**config.mk**
```make
export PLATFORM = sky130hd
export DESIGN_NAME = vdc_host_flat
export DESIGN_NICKNAME = d
export VERILOG_FILES = /design/src/core/vdc_pkg.sv /design/src/core/vdc_link_if.sv /design/src/core/vdc_udiv.sv /design/src/core/vdc_host.sv /design/src/flat_wrapper.sv
export SDC_FILE = /design/constraint.sdc
export NUM_CORES = 2
export LEC_CHECK = 0
export BUFFER_PORTS_ARGS = -buffer_cell sky130_fd_sc_hd__buf_2
export CAP_MARGIN = 15
export CORE_ASPECT_RATIO = 1.4
export CORE_MARGIN = 8
export CORE_UTILIZATION = 40
export DETAILED_ROUTE_END_ITERATION = 8
export GPL_ROUTABILITY_DRIVEN = 1
export SYNTH_ARGS = -nofsm -noshare
export SYNTH_HDL_FRONTEND = slang
export SYNTH_SLANG_ARGS = --single-unit
export TNS_END_PERCENT = 5
```
**constraint.sdc**
```tcl
create_clock -name CLOCK -period 11.2 [get_ports CLOCK]
set_input_delay 3.36 -clock CLOCK [delete_from_list [all_inputs] [get_ports CLOCK]]
set_output_delay 3.36 -clock CLOCK [all_outputs]
set_load 0.005 [all_outputs]
```
**src/core/vdc_pkg.sv**
```systemverilog
// Operation
// - Output equals VCO over total divide
// - VCO equals crystal times feedback divider
// - Feedback divider is unsigned 11.32 fixed point
// - Host keeps feedback divider in range
// - High-speed divider 11 bits, 4 to 2046
// - Odd ratios 4-33 only when low-speed is one
// - Low-speed two or more: any ratio 4-2046
// - Low-speed divides by two to exponent
// - Exponents 5, 6, 7 divide by 32
// - Feedback scaled by voltage offset times gain
// - Above half supply raises, below lowers frequency
// - Host keeps VCO within grade limits
// - Host keeps output within grade range
// - All divider fields are unsigned
// - Dividers loaded only over serial registers
// - Host recomputes gain calibration after change
// - Calibration uses predivider by feedback integer
package vdc_pkg;

    // ==========================================
    // Field widths
    localparam int FB_W = 43;
    localparam int FB_FRAC_W = 32;
    localparam int FB_INT_W = 11;
    localparam int HS_W = 11;
    localparam int LS_W = 3;
    localparam int GAIN_W = 16;
    localparam int CV_W = 12;
    localparam int RATIO_W = 32;
    localparam int DIV_W = 64;
    localparam int N_W = 16;

    // ==========================================
    // Divider limits
    localparam logic [HS_W-1:0] HS_MIN = 11'h004;
    localparam logic [HS_W-1:0] HS_MAX = 11'h7FE;
    localparam logic [HS_W-1:0] HS_ODD_MAX = 11'h021;
    localparam logic [LS_W-1:0] LS_EXP_MAX = 3'h5;
    localparam logic [FB_W-1:0] FB_MIN = 43'h003C0000000 << 4;
    localparam logic [FB_W-1:0] FB_MAX = 43'h7FDFFFFFFFF;

    // ==========================================
    // Frequencies in Hz (grade A limits)
    localparam logic [47:0] XTAL_HZ = 48'h0000_0918_7DC0;
    localparam logic [47:0] VCO_MIN_HZ = 48'h0002_83BA_EC00;
    localparam logic [47:0] VCO_MAX_HZ = 48'h0003_0E25_37C6;
    localparam logic [47:0] FOUT_MIN_HZ = 48'h0000_0003_0D40;
    localparam logic [47:0] FOUT_MAX_HZ = 48'h0000_B2D0_5E00;

    // ==========================================
    // Gain calibration constants
    localparam logic [23:0] CAL_SCALE = 24'h0C_8000;
    localparam logic [11:0] CAL_XTAL = 12'h5F6;
    localparam logic [10:0] PRE_EDGE_1 = 11'h048;
    localparam logic [10:0] PRE_EDGE_2 = 11'h04F;
    localparam logic [10:0] PRE_EDGE_3 = 11'h056;
    localparam logic [4:0] PRE_0 = 5'h10;
    localparam logic [4:0] PRE_1 = 5'h12;
    localparam logic [4:0] PRE_2 = 5'h14;
    localparam logic [4:0] PRE_3 = 5'h16;

    // ==========================================
    // Device register byte addresses and resets
    localparam logic [7:0] DEV_FB_0 = 8'h00;
    localparam logic [7:0] DEV_HS_LO = 8'h06;
    localparam logic [7:0] DEV_HS_HI = 8'h07;
    localparam logic [7:0] DEV_LS = 8'h08;
    localparam logic [7:0] DEV_GAIN_LO = 8'h09;
    localparam logic [7:0] DEV_GAIN_HI = 8'h0A;
    localparam logic [7:0] DEV_LAST = 8'h0A;
    localparam logic [FB_W-1:0] FB_RESET = 43'h04700000000;
    localparam logic [HS_W-1:0] HS_RESET = 11'h046;
    localparam logic [LS_W-1:0] LS_RESET = 3'h0;
    localparam logic [GAIN_W-1:0] GAIN_RESET = 16'h0000;
    localparam logic [CV_W:0] CV_MID = 13'h0800;
    localparam int PULL_SHIFT = 32;
    localparam logic [RATIO_W-1:0] RATIO_MAX = 32'h8000_0000;
    localparam logic [4:0] FRAME_BITS = 5'h10;
    localparam logic [6:0] DIV_STEPS = 7'h40;

    // ==========================================
    // Host Wishbone register byte offsets
    localparam logic [7:0] HR_FB_FRAC = 8'h00;
    localparam logic [7:0] HR_FB_INT = 8'h04;
    localparam logic [7:0] HR_HS = 8'h08;
    localparam logic [7:0] HR_LS = 8'h0C;
    localparam logic [7:0] HR_GAIN = 8'h10;
    localparam logic [7:0] HR_CTRL = 8'h14;
    localparam logic [7:0] HR_STATUS = 8'h18;
    localparam logic [7:0] HR_CAL = 8'h1C;

    // Two to the saturated low-speed exponent times high-speed ratio
    function automatic logic [N_W-1:0] total_div(input logic [HS_W-1:0] hs, input logic [LS_W-1:0] ls);
        logic [LS_W-1:0] e;
        e = (ls > LS_EXP_MAX) ? LS_EXP_MAX : ls;
        return N_W'({5'h00, hs} << e);
    endfunction : total_div

endpackage : vdc_pkg

```
**src/core/vdc_link_if.sv**
```systemverilog
`timescale 1ns/10ps
// ==========================================
// Serial register link, one byte write per frame
interface vdc_link_if;
    logic ser_frame; // High around 16 bits
    logic ser_valid; // One bit per clock while high
    logic ser_bit; // Address then data, MSB first

    modport host (output ser_frame, output ser_valid, output ser_bit);
    modport device (input ser_frame, input ser_valid, input ser_bit);
endinterface : vdc_link_if

```
**src/core/vdc_udiv.sv**
```systemverilog
`timescale 1ns/10ps
// ==========================================
// Restoring unsigned divider, one bit per clock
module vdc_udiv
    import vdc_pkg::*;
(
    input wire logic clock,
    input wire logic rst_b,
    input wire logic start,
    input wire logic [DIV_W-1:0] num,
    input wire logic [DIV_W-1:0] den,
    output logic busy,
    output logic done,
    output logic [DIV_W-1:0] quo
);
    logic [DIV_W-1:0] rem;
    logic [DIV_W-1:0] dvs;
    logic [6:0] count;
    logic [DIV_W+1:0] trial;

    // Trial subtraction of shifted remainder
    assign trial = {1'b0, rem, quo[DIV_W-1]} - {2'b00, dvs};

    // Iteration
    always_ff @(posedge clock or negedge rst_b)
    begin
        if (!rst_b)
        begin
            rem <= '0;
            dvs <= '0;
            quo <= '0;
            count <= '0;
            busy <= 1'b0;
            done <= 1'b0;
        end
        else
        begin
            done <= 1'b0;
            if (start && !busy)
            begin
                rem <= '0;
                dvs <= den;
                quo <= num;
                count <= DIV_STEPS;
                busy <= 1'b1;
            end
            else if (busy)
            begin
                rem <= trial[DIV_W+1] ? {rem[DIV_W-2:0], quo[DIV_W-1]} : trial[DIV_W-1:0];
                quo <= {quo[DIV_W-2:0], ~trial[DIV_W+1]};
                count <= count - 7'h01;
                if (count == 7'h01)
                begin
                    busy <= 1'b0;
                    done <= 1'b1;
                end
            end
        end
    end

endmodule : vdc_udiv

```
**src/core/vdc_host.sv**
```systemverilog
// The implementer's own choices: the Wishbone register port and the placing of the registers.
`timescale 1ns/10ps
// ==========================================
// Host end: Wishbone registers, checks, serial loader
module vdc_host
    import vdc_pkg::*;
(
    input wire logic CLOCK,
    input wire logic RST_B,
    input wire logic WB_CYC_I,
    input wire logic WB_STB_I,
    input wire logic WB_WE_I,
    input wire logic [7:0] WB_ADR_I,
    input wire logic [31:0] WB_DAT_I,
    input wire logic [3:0] WB_SEL_I,
    output logic [31:0] WB_DAT_O,
    output logic WB_ACK_O,
    vdc_link_if.host LINK
);
    typedef enum logic [2:0] {H_IDLE, H_FRAME, H_SHIFT, H_GAP, H_CAL, H_WAIT} vdc_hstate_e;
    vdc_hstate_e state;
    logic [FB_FRAC_W-1:0] fb_frac;
    logic [FB_INT_W-1:0] fb_int;
    logic [HS_W-1:0] hs;
    logic [LS_W-1:0] ls;
    logic [GAIN_W-1:0] gain;
    logic [15:0] cal;
    logic [4:0] pre;
    logic busy;
    logic error;
    logic [FB_W-1:0] fb;
    logic [79:0] vco_x;
    logic [N_W-1:0] n_total;
    logic bad;
    logic wr;
    logic go;
    logic [7:0] idx;
    logic [15:0] shreg;
    logic [3:0] bitn;
    logic div_start;
    logic div_done;
    logic [DIV_W-1:0] div_num;
    logic [DIV_W-1:0] div_den;
    logic [DIV_W-1:0] div_quo;

    // ==========================================
    // Range checks on the requested setting
    assign fb = {fb_int, fb_frac};
    assign vco_x = {37'h0, fb} * {32'h0, XTAL_HZ};
    assign n_total = total_div(hs, ls);
    assign bad = fb < FB_MIN || fb > FB_MAX
        || hs < HS_MIN || hs > HS_MAX || (ls == 3'h0 && hs > HS_ODD_MAX && hs[0])
        || vco_x < {VCO_MIN_HZ, 32'h0} || vco_x >= {VCO_MAX_HZ, 32'h0}
        || vco_x < {FOUT_MIN_HZ * n_total, 32'h0} || vco_x > {FOUT_MAX_HZ * n_total, 32'h0};

    // Predivider from truncated feedback integer
    assign pre = (fb_int >= PRE_EDGE_3) ? PRE_3 : (fb_int >= PRE_EDGE_2) ? PRE_2 :
        (fb_int >= PRE_EDGE_1) ? PRE_1 : PRE_0;
    assign div_den = DIV_W'(fb * {43'h0, CAL_XTAL});
    // Scale times predivider needs 25 bits, so the product is formed at 32
    assign div_num = {{8'h00, CAL_SCALE} * {27'h0, pre}, 32'h0} + {1'b0, div_den[DIV_W-1:1]};

    // ==========================================
    // Wishbone slave, registered ack
    assign wr = WB_CYC_I && WB_STB_I && WB_WE_I && WB_ACK_O;
    assign go = wr && WB_ADR_I == HR_CTRL && WB_SEL_I[0] && WB_DAT_I[0] && !busy;

    always_ff @(posedge CLOCK or negedge RST_B)
    begin
        if (!RST_B)
        begin
            WB_ACK_O <= 1'b0;
            WB_DAT_O <= '0;
        end
        else
        begin
            WB_ACK_O <= WB_CYC_I && WB_STB_I && !WB_ACK_O;
            if (WB_CYC_I && WB_STB_I && !WB_ACK_O)
            begin
                case (WB_ADR_I)
                    HR_FB_FRAC: WB_DAT_O <= fb_frac;
                    HR_FB_INT: WB_DAT_O <= {21'h0, fb_int};
                    HR_HS: WB_DAT_O <= {21'h0, hs};
                    HR_LS: WB_DAT_O <= {29'h0, ls};
                    HR_GAIN: WB_DAT_O <= {16'h0, gain};
                    HR_STATUS: WB_DAT_O <= {30'h0, error, busy};
                    HR_CAL: WB_DAT_O <= {11'h0, pre, cal};
                    default: WB_DAT_O <= '0;
                endcase
            end
        end
    end

    // Byte-lane merge
    function automatic logic [31:0] merge(input logic [31:0] old, input logic [31:0] d, input logic [3:0] sel);
        logic [31:0] r;
        r = old;
        for (int i = 0; i < 4; i++)
        begin
            if (sel[i])
            begin
                r[i*8 +: 8] = d[i*8 +: 8];
            end
        end
        return r;
    endfunction : merge

    // Setting registers, frozen while loading
    always_ff @(posedge CLOCK or negedge RST_B)
    begin
        if (!RST_B)
        begin
            fb_frac <= FB_RESET[FB_FRAC_W-1:0];
            fb_int <= FB_RESET[FB_W-1:FB_FRAC_W];
            hs <= HS_RESET;
            ls <= LS_RESET;
            gain <= GAIN_RESET;
        end
        else if (wr && !busy)
        begin
            case (WB_ADR_I)
                HR_FB_FRAC: fb_frac <= merge(fb_frac, WB_DAT_I, WB_SEL_I);
                HR_FB_INT: fb_int <= FB_INT_W'(merge({21'h0, fb_int}, WB_DAT_I, WB_SEL_I));
                HR_HS: hs <= HS_W'(merge({21'h0, hs}, WB_DAT_I, WB_SEL_I));
                HR_LS: ls <= LS_W'(merge({29'h0, ls}, WB_DAT_I, WB_SEL_I));
                HR_GAIN: gain <= GAIN_W'(merge({16'h0, gain}, WB_DAT_I, WB_SEL_I));
                default: ;
            endcase
        end
    end

    // Device byte for link address
    function automatic logic [7:0] dev_byte(input logic [7:0] a);
        case (a)
            DEV_HS_LO: return hs[7:0];
            DEV_HS_HI: return {5'h00, hs[10:8]};
            DEV_LS: return {5'h00, ls};
            DEV_GAIN_LO: return gain[7:0];
            DEV_GAIN_HI: return gain[15:8];
            default: return 8'((fb >> (a * 8)) & 43'h0FF);
        endcase
    endfunction : dev_byte

    // ==========================================
    // Loader sequence and calibration
    vdc_udiv u_cal
    (
        .clock(CLOCK),
        .rst_b(RST_B),
        .start(div_start),
        .num(div_num),
        .den(div_den),
        .busy(),
        .done(div_done),
        .quo(div_quo)
    );

    always_ff @(posedge CLOCK or negedge RST_B)
    begin
        if (!RST_B)
        begin
            state <= H_IDLE;
            busy <= 1'b0;
            error <= 1'b0;
            cal <= '0;
            idx <= '0;
            shreg <= '0;
            bitn <= '0;
            div_start <= 1'b0;
            LINK.ser_frame <= 1'b0;
            LINK.ser_valid <= 1'b0;
            LINK.ser_bit <= 1'b0;
        end
        else
        begin
            div_start <= 1'b0;
            case (state)
                H_IDLE:
                begin
                    if (go)
                    begin
                        error <= bad; // Refused setting never sent
                        busy <= !bad;
                        LINK.ser_frame <= !bad;
                        idx <= DEV_FB_0;
                        state <= bad ? H_IDLE : H_FRAME;
                    end
                end
                H_FRAME:
                begin
                    shreg <= {idx, dev_byte(idx)};
                    bitn <= '0;
                    state <= H_SHIFT;
                end
                H_SHIFT:
                begin
                    LINK.ser_valid <= 1'b1;
                    LINK.ser_bit <= shreg[15];
                    shreg <= {shreg[14:0], 1'b0};
                    bitn <= bitn + 4'h1;
                    if (bitn == 4'hF)
                    begin
                        state <= H_GAP;
                    end
                end
                H_GAP:
                begin
                    LINK.ser_valid <= 1'b0;
                    LINK.ser_frame <= 1'b0;
                    if (!LINK.ser_frame)
                    begin
                        idx <= idx + 8'h01;
                        LINK.ser_frame <= idx != DEV_LAST;
                        state <= (idx == DEV_LAST) ? H_CAL : H_FRAME;
                    end
                end
                H_CAL:
                begin
                    div_start <= 1'b1;
                    state <= H_WAIT;
                end
                H_WAIT:
                begin
                    if (div_done)
                    begin
                        cal <= div_quo[15:0];
                        busy <= 1'b0;
                        state <= H_IDLE;
                    end
                end
                default: state <= H_IDLE;
            endcase
        end
    end

endmodule : vdc_host

```
**src/flat_wrapper.sv**
```systemverilog
// flat-port wrapper written by rule: the top's interface ports become plain ports
module vdc_host_flat import vdc_pkg::*;
  (CLOCK, RST_B, WB_CYC_I, WB_STB_I, WB_WE_I, WB_ADR_I, WB_DAT_I, WB_SEL_I, WB_DAT_O, WB_ACK_O, LINK_ser_frame, LINK_ser_valid, LINK_ser_bit);
  vdc_link_if LINK_i ();
  input wire logic CLOCK;
  input wire logic RST_B;
  input wire logic WB_CYC_I;
  input wire logic WB_STB_I;
  input wire logic WB_WE_I;
  input wire logic [7:0] WB_ADR_I;
  input wire logic [31:0] WB_DAT_I;
  input wire logic [3:0] WB_SEL_I;
  output logic [31:0] WB_DAT_O;
  output logic WB_ACK_O;
  output wire logic [$bits(LINK_i.ser_frame)-1:0] LINK_ser_frame;
  output wire logic [$bits(LINK_i.ser_valid)-1:0] LINK_ser_valid;
  output wire logic [$bits(LINK_i.ser_bit)-1:0] LINK_ser_bit;
  assign LINK_ser_frame = LINK_i.ser_frame;
  assign LINK_ser_valid = LINK_i.ser_valid;
  assign LINK_ser_bit = LINK_i.ser_bit;
  vdc_host u_core (.CLOCK(CLOCK), .RST_B(RST_B), .WB_CYC_I(WB_CYC_I), .WB_STB_I(WB_STB_I), .WB_WE_I(WB_WE_I), .WB_ADR_I(WB_ADR_I), .WB_DAT_I(WB_DAT_I), .WB_SEL_I(WB_SEL_I), .WB_DAT_O(WB_DAT_O), .WB_ACK_O(WB_ACK_O), .LINK(LINK_i));
endmodule
```
Word level (Yosys, flattened, before mapping):

Cells that the tools add are included.

* register bits after elaboration: 349
* output and inout bits: 36

* add/subtract/negate cells: 5
* multipliers: 5
* order comparisons: 13
* equality and inequality tests: 24
* shift-type cells: 2
* mux-type cells: 38
* bitwise gates (word level): 1
* reductions and logical operators: 49

Operators by type and width (number)
* 64-bit two-way mux: 5
* 32-bit case mux with 7 select lines: 1
* 71-bit by 80-bit > comparator with 1-bit output: 1
* 71-bit by 66-bit >= comparator with 1-bit output (second input constant): 1
* 71-bit by 66-bit less-than comparator with 1-bit output: 1
* 71-bit by 66-bit less-than comparator with 1-bit output (second input constant): 1
* 65-bit by 54-bit subtractor with 66-bit output: 1
* 43-bit by 22-bit multiplier with 65-bit output (second input constant): 1
* 57-bit by 53-bit adder with 58-bit output: 1
* 43-bit by 10-bit multiplier with 53-bit output (second input constant): 1
* 43-bit > comparator (second input constant): 1
* 43-bit by 38-bit less-than comparator with 1-bit output (second input constant): 1
* 43-bit by 11-bit right shift with 8-bit output: 1
* 8-bit by 4-bit equality test with 1-bit output (second input constant): 5
* 8-bit case mux with 5 select lines: 1
* 23-bit by 16-bit multiplier with 39-bit output (first input constant): 1
* 3-bit AND reduction: 13
* 11-bit by 7-bit >= comparator with 1-bit output (second input constant): 3
* 8-bit by 5-bit equality test with 1-bit output (second input constant): 4
* 16-bit case mux with 2 select lines: 1
* 12-bit by 16-bit multiplier with 28-bit output (first input constant): 1
* 8-bit by 3-bit equality test with 1-bit output (second input constant): 3
* 3-bit two-way mux: 6
* 3-bit case mux with 6 select lines: 1
* other kinds (34): 81

Depth between registers and ports, before layout:

* depth in word-level cells: 12
* mapped depth: 45

Modules after synthesis:

Synthesis repeated with hierarchy kept, for this count alone.

* cells, all modules: 6322
* area, all modules: 58167.0 um^2

Modules (own cells, without submodules)
* vdc_host: times used 1, cells an instance 4799, area each 45492.4 um^2
* vdc_udiv: times used 1, cells an instance 1523, area each 12674.7 um^2

Least setup slack after synthesis:

Ideal clock, no wire load.

* kind: flip-flop to flip-flop
* start point: register u_core.ls[0]
* end point: register u_core.error
* data arrival time: 9.248 ns
* data required time: 11.081 ns
* path slack: 1.833 ns
* stages on the path, launching flop included: 38
* period minus slack after synthesis: 9.367 ns
* path through: dfrtp_1 -> clkbuf_1 -> a21oi_1 -> buf_1 -> mux2i_1 -> a21oi_1 -> nor2_1 -> a21oi_1 -> ha_1 -> inv_1 -> fa_1 -> fa_1 -> inv_1 -> fa_1 -> inv_1 -> fa_1 -> fa_1 -> inv_1 -> [... 2 more ...] -> o21ai_0 -> or3b_2 -> a31o_2 -> a21o_1 -> a21oi_1 -> xor2_1 -> ha_1 -> nand4_1 -> a2111oi_0 -> o2111ai_1 -> or4_1 -> nor4_1 -> nor4b_1 -> nor4bb_1 -> a31oi_1 -> a31oi_1 -> o2111ai_1 -> o21a_1

* cells in the longest elaborated chain, start to end: 8
* elaborated cells between the ends (all ways): 15
* those cells by class: mul: 2; order compare: 3; shift: 1; mux: 1; reduce/logical: 8

Ends and longest elaborated chain
* from (decl): line vdc_host.sv:25 `logic [LS_W-1:0] ls;`
* from (signal assigned): line vdc_host.sv:125 `HR_LS: ls <= LS_W'(merge({29'h0, ls}, WB_DAT_I, WB_SEL_I));`
* parallel branches: the longest is 7 deep, another holds 71-bit by 80-bit > comparator with 1-bit output
* 1-bit logical OR *: line vdc_host.sv:54 `|| vco_x < {FOUT_MIN_HZ * n_total, 32'h0} || vco_x > {FOUT_MAX_HZ * n_total, 32'h0};`
* to (signal assigned): line vdc_host.sv:164 `error <= 1'b0;`
* to (signal assigned): line vdc_host.sv:182 `error <= bad;`
* to (decl): line vdc_host.sv:30 `logic error;`

Every way passes the cells marked *.
A chain may end at the register's enable or synchronous reset.

Worst setup path in the final report:

* start point: register u_core.fb_int[3]
* end point: register u_core.error

* cells in the longest elaborated chain, start to end: 9
* elaborated cells between the ends (all ways): 15
* those cells by class: mul: 1; order compare: 6; reduce/logical: 8

Ends and longest elaborated chain
* from (decl): line vdc_host.sv:23 `logic [FB_INT_W-1:0] fb_int;`
* from (signal assigned): line vdc_host.sv:114 `fb_int <= FB_RESET[FB_W-1:FB_FRAC_W];`
* from (signal assigned): line vdc_host.sv:123 `HR_FB_INT: fb_int <= FB_INT_W'(merge({21'h0, fb_int}, WB_DAT_I, WB_SEL_I));`
* parallel branches: the longest is 8 deep, another holds 71-bit by 66-bit less-than comparator with 1-bit output
* 1-bit logical OR *: line vdc_host.sv:54

Marks and branches as above.

==> key figures <==
Power
  • Cell-internal power: 2.07 mW
  • Fraction of power consumed by the clock network: 51.4%
  • Power density relative to cell area: roughly 45 nW/um^2
  • Power share of the combinational group: 2.0%
  • Static Leakage: 31.1 nW
  • Net switching power figure: 0.636 mW
  • Maximum ir drop on the vdd rail: roughly 0.09 mV
  • Share of total power consumed by net switching: 23.5%
  • Power share of the sequential group: between 40% and 50%

Synthesis
  • Synth Cell Area: 55,600 sq um
  • Cell type contributing the most total cell area after synthesis: sky130_fd_sc_hd__fa_1
  • Ranking of synthesized cells by area: sky130_fd_sc_hd__fa_1 27%, sky130_fd_sc_hd__ha_1 18%, sky130_fd_sc_hd__dfrtp_1 15%
  • Synth warn: 0
  • Portion of the post-synthesis area used by sequential elements: 15.7%
  • Synth top cells by count: 1,230 x sky130_fd_sc_hd__inv_1, 819 x sky130_fd_sc_hd__ha_1, 747 x sky130_fd_sc_hd__fa_1, 396 x sky130_fd_sc_hd__nand2_1, 342 x sky130_fd_sc_hd__dfrtp_1
  • Distinct cell type count of the synthesized netlist: 97
  • Syn Inst Count: 5,956
  • Leading register cell type out of synthesis: sky130_fd_sc_hd__dfrtp_1
  • Average size of a mapped cell: 9.34 sq um
  • Share of the synthesized area in the top cell type: 26.9%
  • Count of state elements after synthesis: 349
  • Synth async-reset ratio: 100%
  • Most common cell in the netlist: sky130_fd_sc_hd__inv_1
  • Post-synth net total: 7,571
  • Post-synth EDFFs: 0

Final layout
  • Synthesis-to-finish area growth: 8.06%
  • Final nets: 7,660
  • Fraction of layout cells with a size suffix above 1: ~7.0%
  • Non-filler instance count after layout: 7,881

GRT
  • Antenna violations before repair: 4
  • Total routing usage reported by global routing: 24.4%
  • Vias in the first global route: 45,700
  • Global-route wire length before repair: 281,000 um
  • Total congestion overflow after global routing: 0
  • Pin count of the biggest net entering global routing: 127

Worst setup path
  • Worst setup path startpoint: u_core.fb_int[3]
  • Crit path largest cell delay: 0.62 ns
  • Internal reg-to-reg setup slack: 0.58 ns
  • Total buffers and inverters traversed by the critical path: 7
  • Max stage delay cell, worst path: sky130_fd_sc_hd__dfrtp_1
  • Depth of the worst register-to-register path: 36
  • Worst setup path end: u_core.error
  • Data arrival time of the critical path: approximately 11 ns
  • Origin of the critical flop-to-flop path: u_core.fb_int[3]
  • Number of cells on the critical path: 36
  • CP Max Fanout: 6
  • Critical path startpoint category: flop
  • Most repeated library cell on the critical path: sky130_fd_sc_hd__fa_1
  • End of the worst register-to-register path: u_core.error
  • Crit Path Category: reg -> reg
  • Crit path required time: 11.69 ns
  • Kind of capture point of the worst setup path: flop
  • Cell family with the largest share of critical-path delay: adder cells

Route
  • Wire length per cell after detailed routing: around 23 um
  • Remaining design rule violation count: 13
  • Number of vias after detailed routing: 42,800
  • Post-route ant nets: 0
  • Initial detailed-routing violation count: 2,860
  • Wirelength, routed: 185,000 um
  • Vias per std cell: 5.43
  • Count of TritonRoute iterations in the first routing pass: 9

Place
  • Routability-driven placement congestion ratio: approximately 0.98
  • Total of buffers placed on input and output ports: 84
  • Dpl ws: 0.440 ns
  • Dpl hpwl: 159,000 um
  • Dpl cells: 7,809

STA
  • Worst clock skew on the final layout: 0.0446 ns
  • Final number of setup-violating endpoints: 0
  • Least setup slack across all paths after layout: 0.585 ns
  • Period utilization: 94.8%
  • Total negative setup slack: 0 ns
  • Setup repair after global routing missed its margin: false
  • Hold Vio Cnt, Final: 0
  • Final min period: 10.62 ns
  • Final Hold Slack: approximately 0.47 ns
  • Highest achievable clock rate: 94.2 MHz
  • Transition time at the pin with the least slew margin: 1.10 ns
  • Normalized max-slew margin: approximately a quarter
  • Final count of pins violating max slew: 0

Die
  • Chip height: 457 um
  • Io pins: 85
  • Core Footprint: roughly 140,000 sq um
  • Cell Rows: 162
  • Die Width: 331 um
  • Initial core utilization: 40.1%
  • Die Area: approximately 150,000 sq um

CTS
  • Depth of the CTS H-tree: 2
  • Clk slew on worst S/H paths: roughly 0.080 ns
  • Clock buffer count from CTS: 38
  • Cell at the root of the clock tree: sky130_fd_sc_hd__clkbuf_16
  • Clock Latency Late Sink: a little over 0.6 ns
  • CTS tree: yes
  • CTS Sinks: 349
  • Clock tree buffer depth: 3

Hold path
  • Worst min-delay path class: reg -> reg

Run
  • MaxCap Viol Count: 0

Status
  • Violations in the final reports: DRC
  • Result of the run: finished, violations left
worst reg2reg max path: cells and delay by family, from the launching register on:
kind | cells | cell delay [ns]
compound gates | 11 | 2.44
simple gates | 8 | 1.99
xor+xnor | 1 | 0.41
flops | 1 | 0.62
fa+ha+maj | 9 | 4.38
buf+inv | 7 | 0.67
what timing repair did:
item | 4_1_cts | 5_1_grt
buffers inserted | 0 | 0
resized for setup | 0 | 21
hold buffers | 0 | 0
setup endpoints to repair | 0 | 4
metal layers:
metal,up-vias,GRT usage [%],share of wire [%]
li1,20000,-,-
met3,445,1.79,3.2
met5,-,0,0.0070
met4,2,16.2,8.4
met1,21300,26.9,37
met2,1094,44.6,52
stage by stage:
stage	util (%)	total power, mW	instance area, sq um
6_report	43.3	2.71	60100
5_1_grt	43.3	2.78	60100
4_1_cts	43.3	2.75	60000
3_5_place_dp	42.3	1.34	58700
3_3_place_gp	42.3	1.34	58700
2_1_floorplan	-	1.29	55600
worst min path at each step:
stage	startpoint	to	slack, ns	cells after the start
final	u_core.WB_DAT_O[24]	u_core.WB_DAT_O[24]	0.47	2
after global routing	u_core.WB_DAT_O[7]	u_core.WB_DAT_O[7]	0.49	1
after CTS	u_core.WB_DAT_O[10]	u_core.WB_DAT_O[10]	0.47	1
after detailed placement	u_core.WB_DAT_O[10]	u_core.WB_DAT_O[10]	0.46	1
after global placement	u_core.LINK.ser_valid	u_core.LINK.ser_valid	0.45	1
after floorplan	u_core.shreg[1]	u_core.shreg[2]	0.44	2
placed cells by master, fill, tap and decap left out, types with 67 or more instances in the layout:
cell type / n
sky130_fd_sc_hd__buf_4: 114
sky130_fd_sc_hd__buf_2: 83
sky130_fd_sc_hd__a21o_1: 138
sky130_fd_sc_hd__dfrtp_1: 331
sky130_fd_sc_hd__nand3_1: 90
sky130_fd_sc_hd__nand2_1: 395
sky130_fd_sc_hd__fa_1: 747
sky130_fd_sc_hd__mux2_2: 74
sky130_fd_sc_hd__xor2_1: 90
sky130_fd_sc_hd__o21ai_0: 332
sky130_fd_sc_hd__ha_1: 818
sky130_fd_sc_hd__nand4_1: 67
sky130_fd_sc_hd__a21oi_1: 324
sky130_fd_sc_hd__nor2_1: 201
sky130_fd_sc_hd__xnor2_1: 117
sky130_fd_sc_hd__inv_1: 1229
final cells by class:
class,count,area (sq um)
diodes,2,5.00
clock buffers,53,1120
clock inverters,17,233
fillers,13700,78600
inverters,1234,4630
multi-input cells,4222,41800
flip-flops and latches,349,8760
well taps,1804,2260
repair buffers,200,1330
logic make-up (layout without fill, tap and decap cells):
group,after synthesis,count (layout),synth area share [%]
DFF,349,349,15.7
buffers and inverters,1385,1504,9.38
other,0,2,0
AOI/OAI and AO/OA,1247,1247,14.3
adders and majority gates,1566,1566,45.3
and+or+nand+nor,1059,1059,9.09
xor gates and xnor gates,208,208,3.28
muxes,142,142,2.90
power groups by stage:
stage	combinational [mW]	sequential [mW]	clock (mW)
floorplan	0.00552	1.28	0
global placement	0.0564	1.28	0
detailed placement	0.0569	1.28	0
CTS	0.0568	1.26	1.43
global route	0.0606	1.26	1.46
finish	0.0546	1.26	1.39
flip-flops by register name (all words and copies together) (netlist names), 11 cells and up:
| register | count |
|---|---|
| u_core.u_cal.quo | 64 |
| u_core.u_cal.rem | 64 |
| u_core.u_cal.dvs | 53 |
| u_core.WB_DAT_O | 32 |
| u_core.fb_frac | 32 |
| u_core.cal | 16 |
| u_core.gain | 16 |
| u_core.shreg | 16 |
| u_core.fb_int | 11 |
| u_core.hs | 11 |
Power figures use the tool's default switching activity.
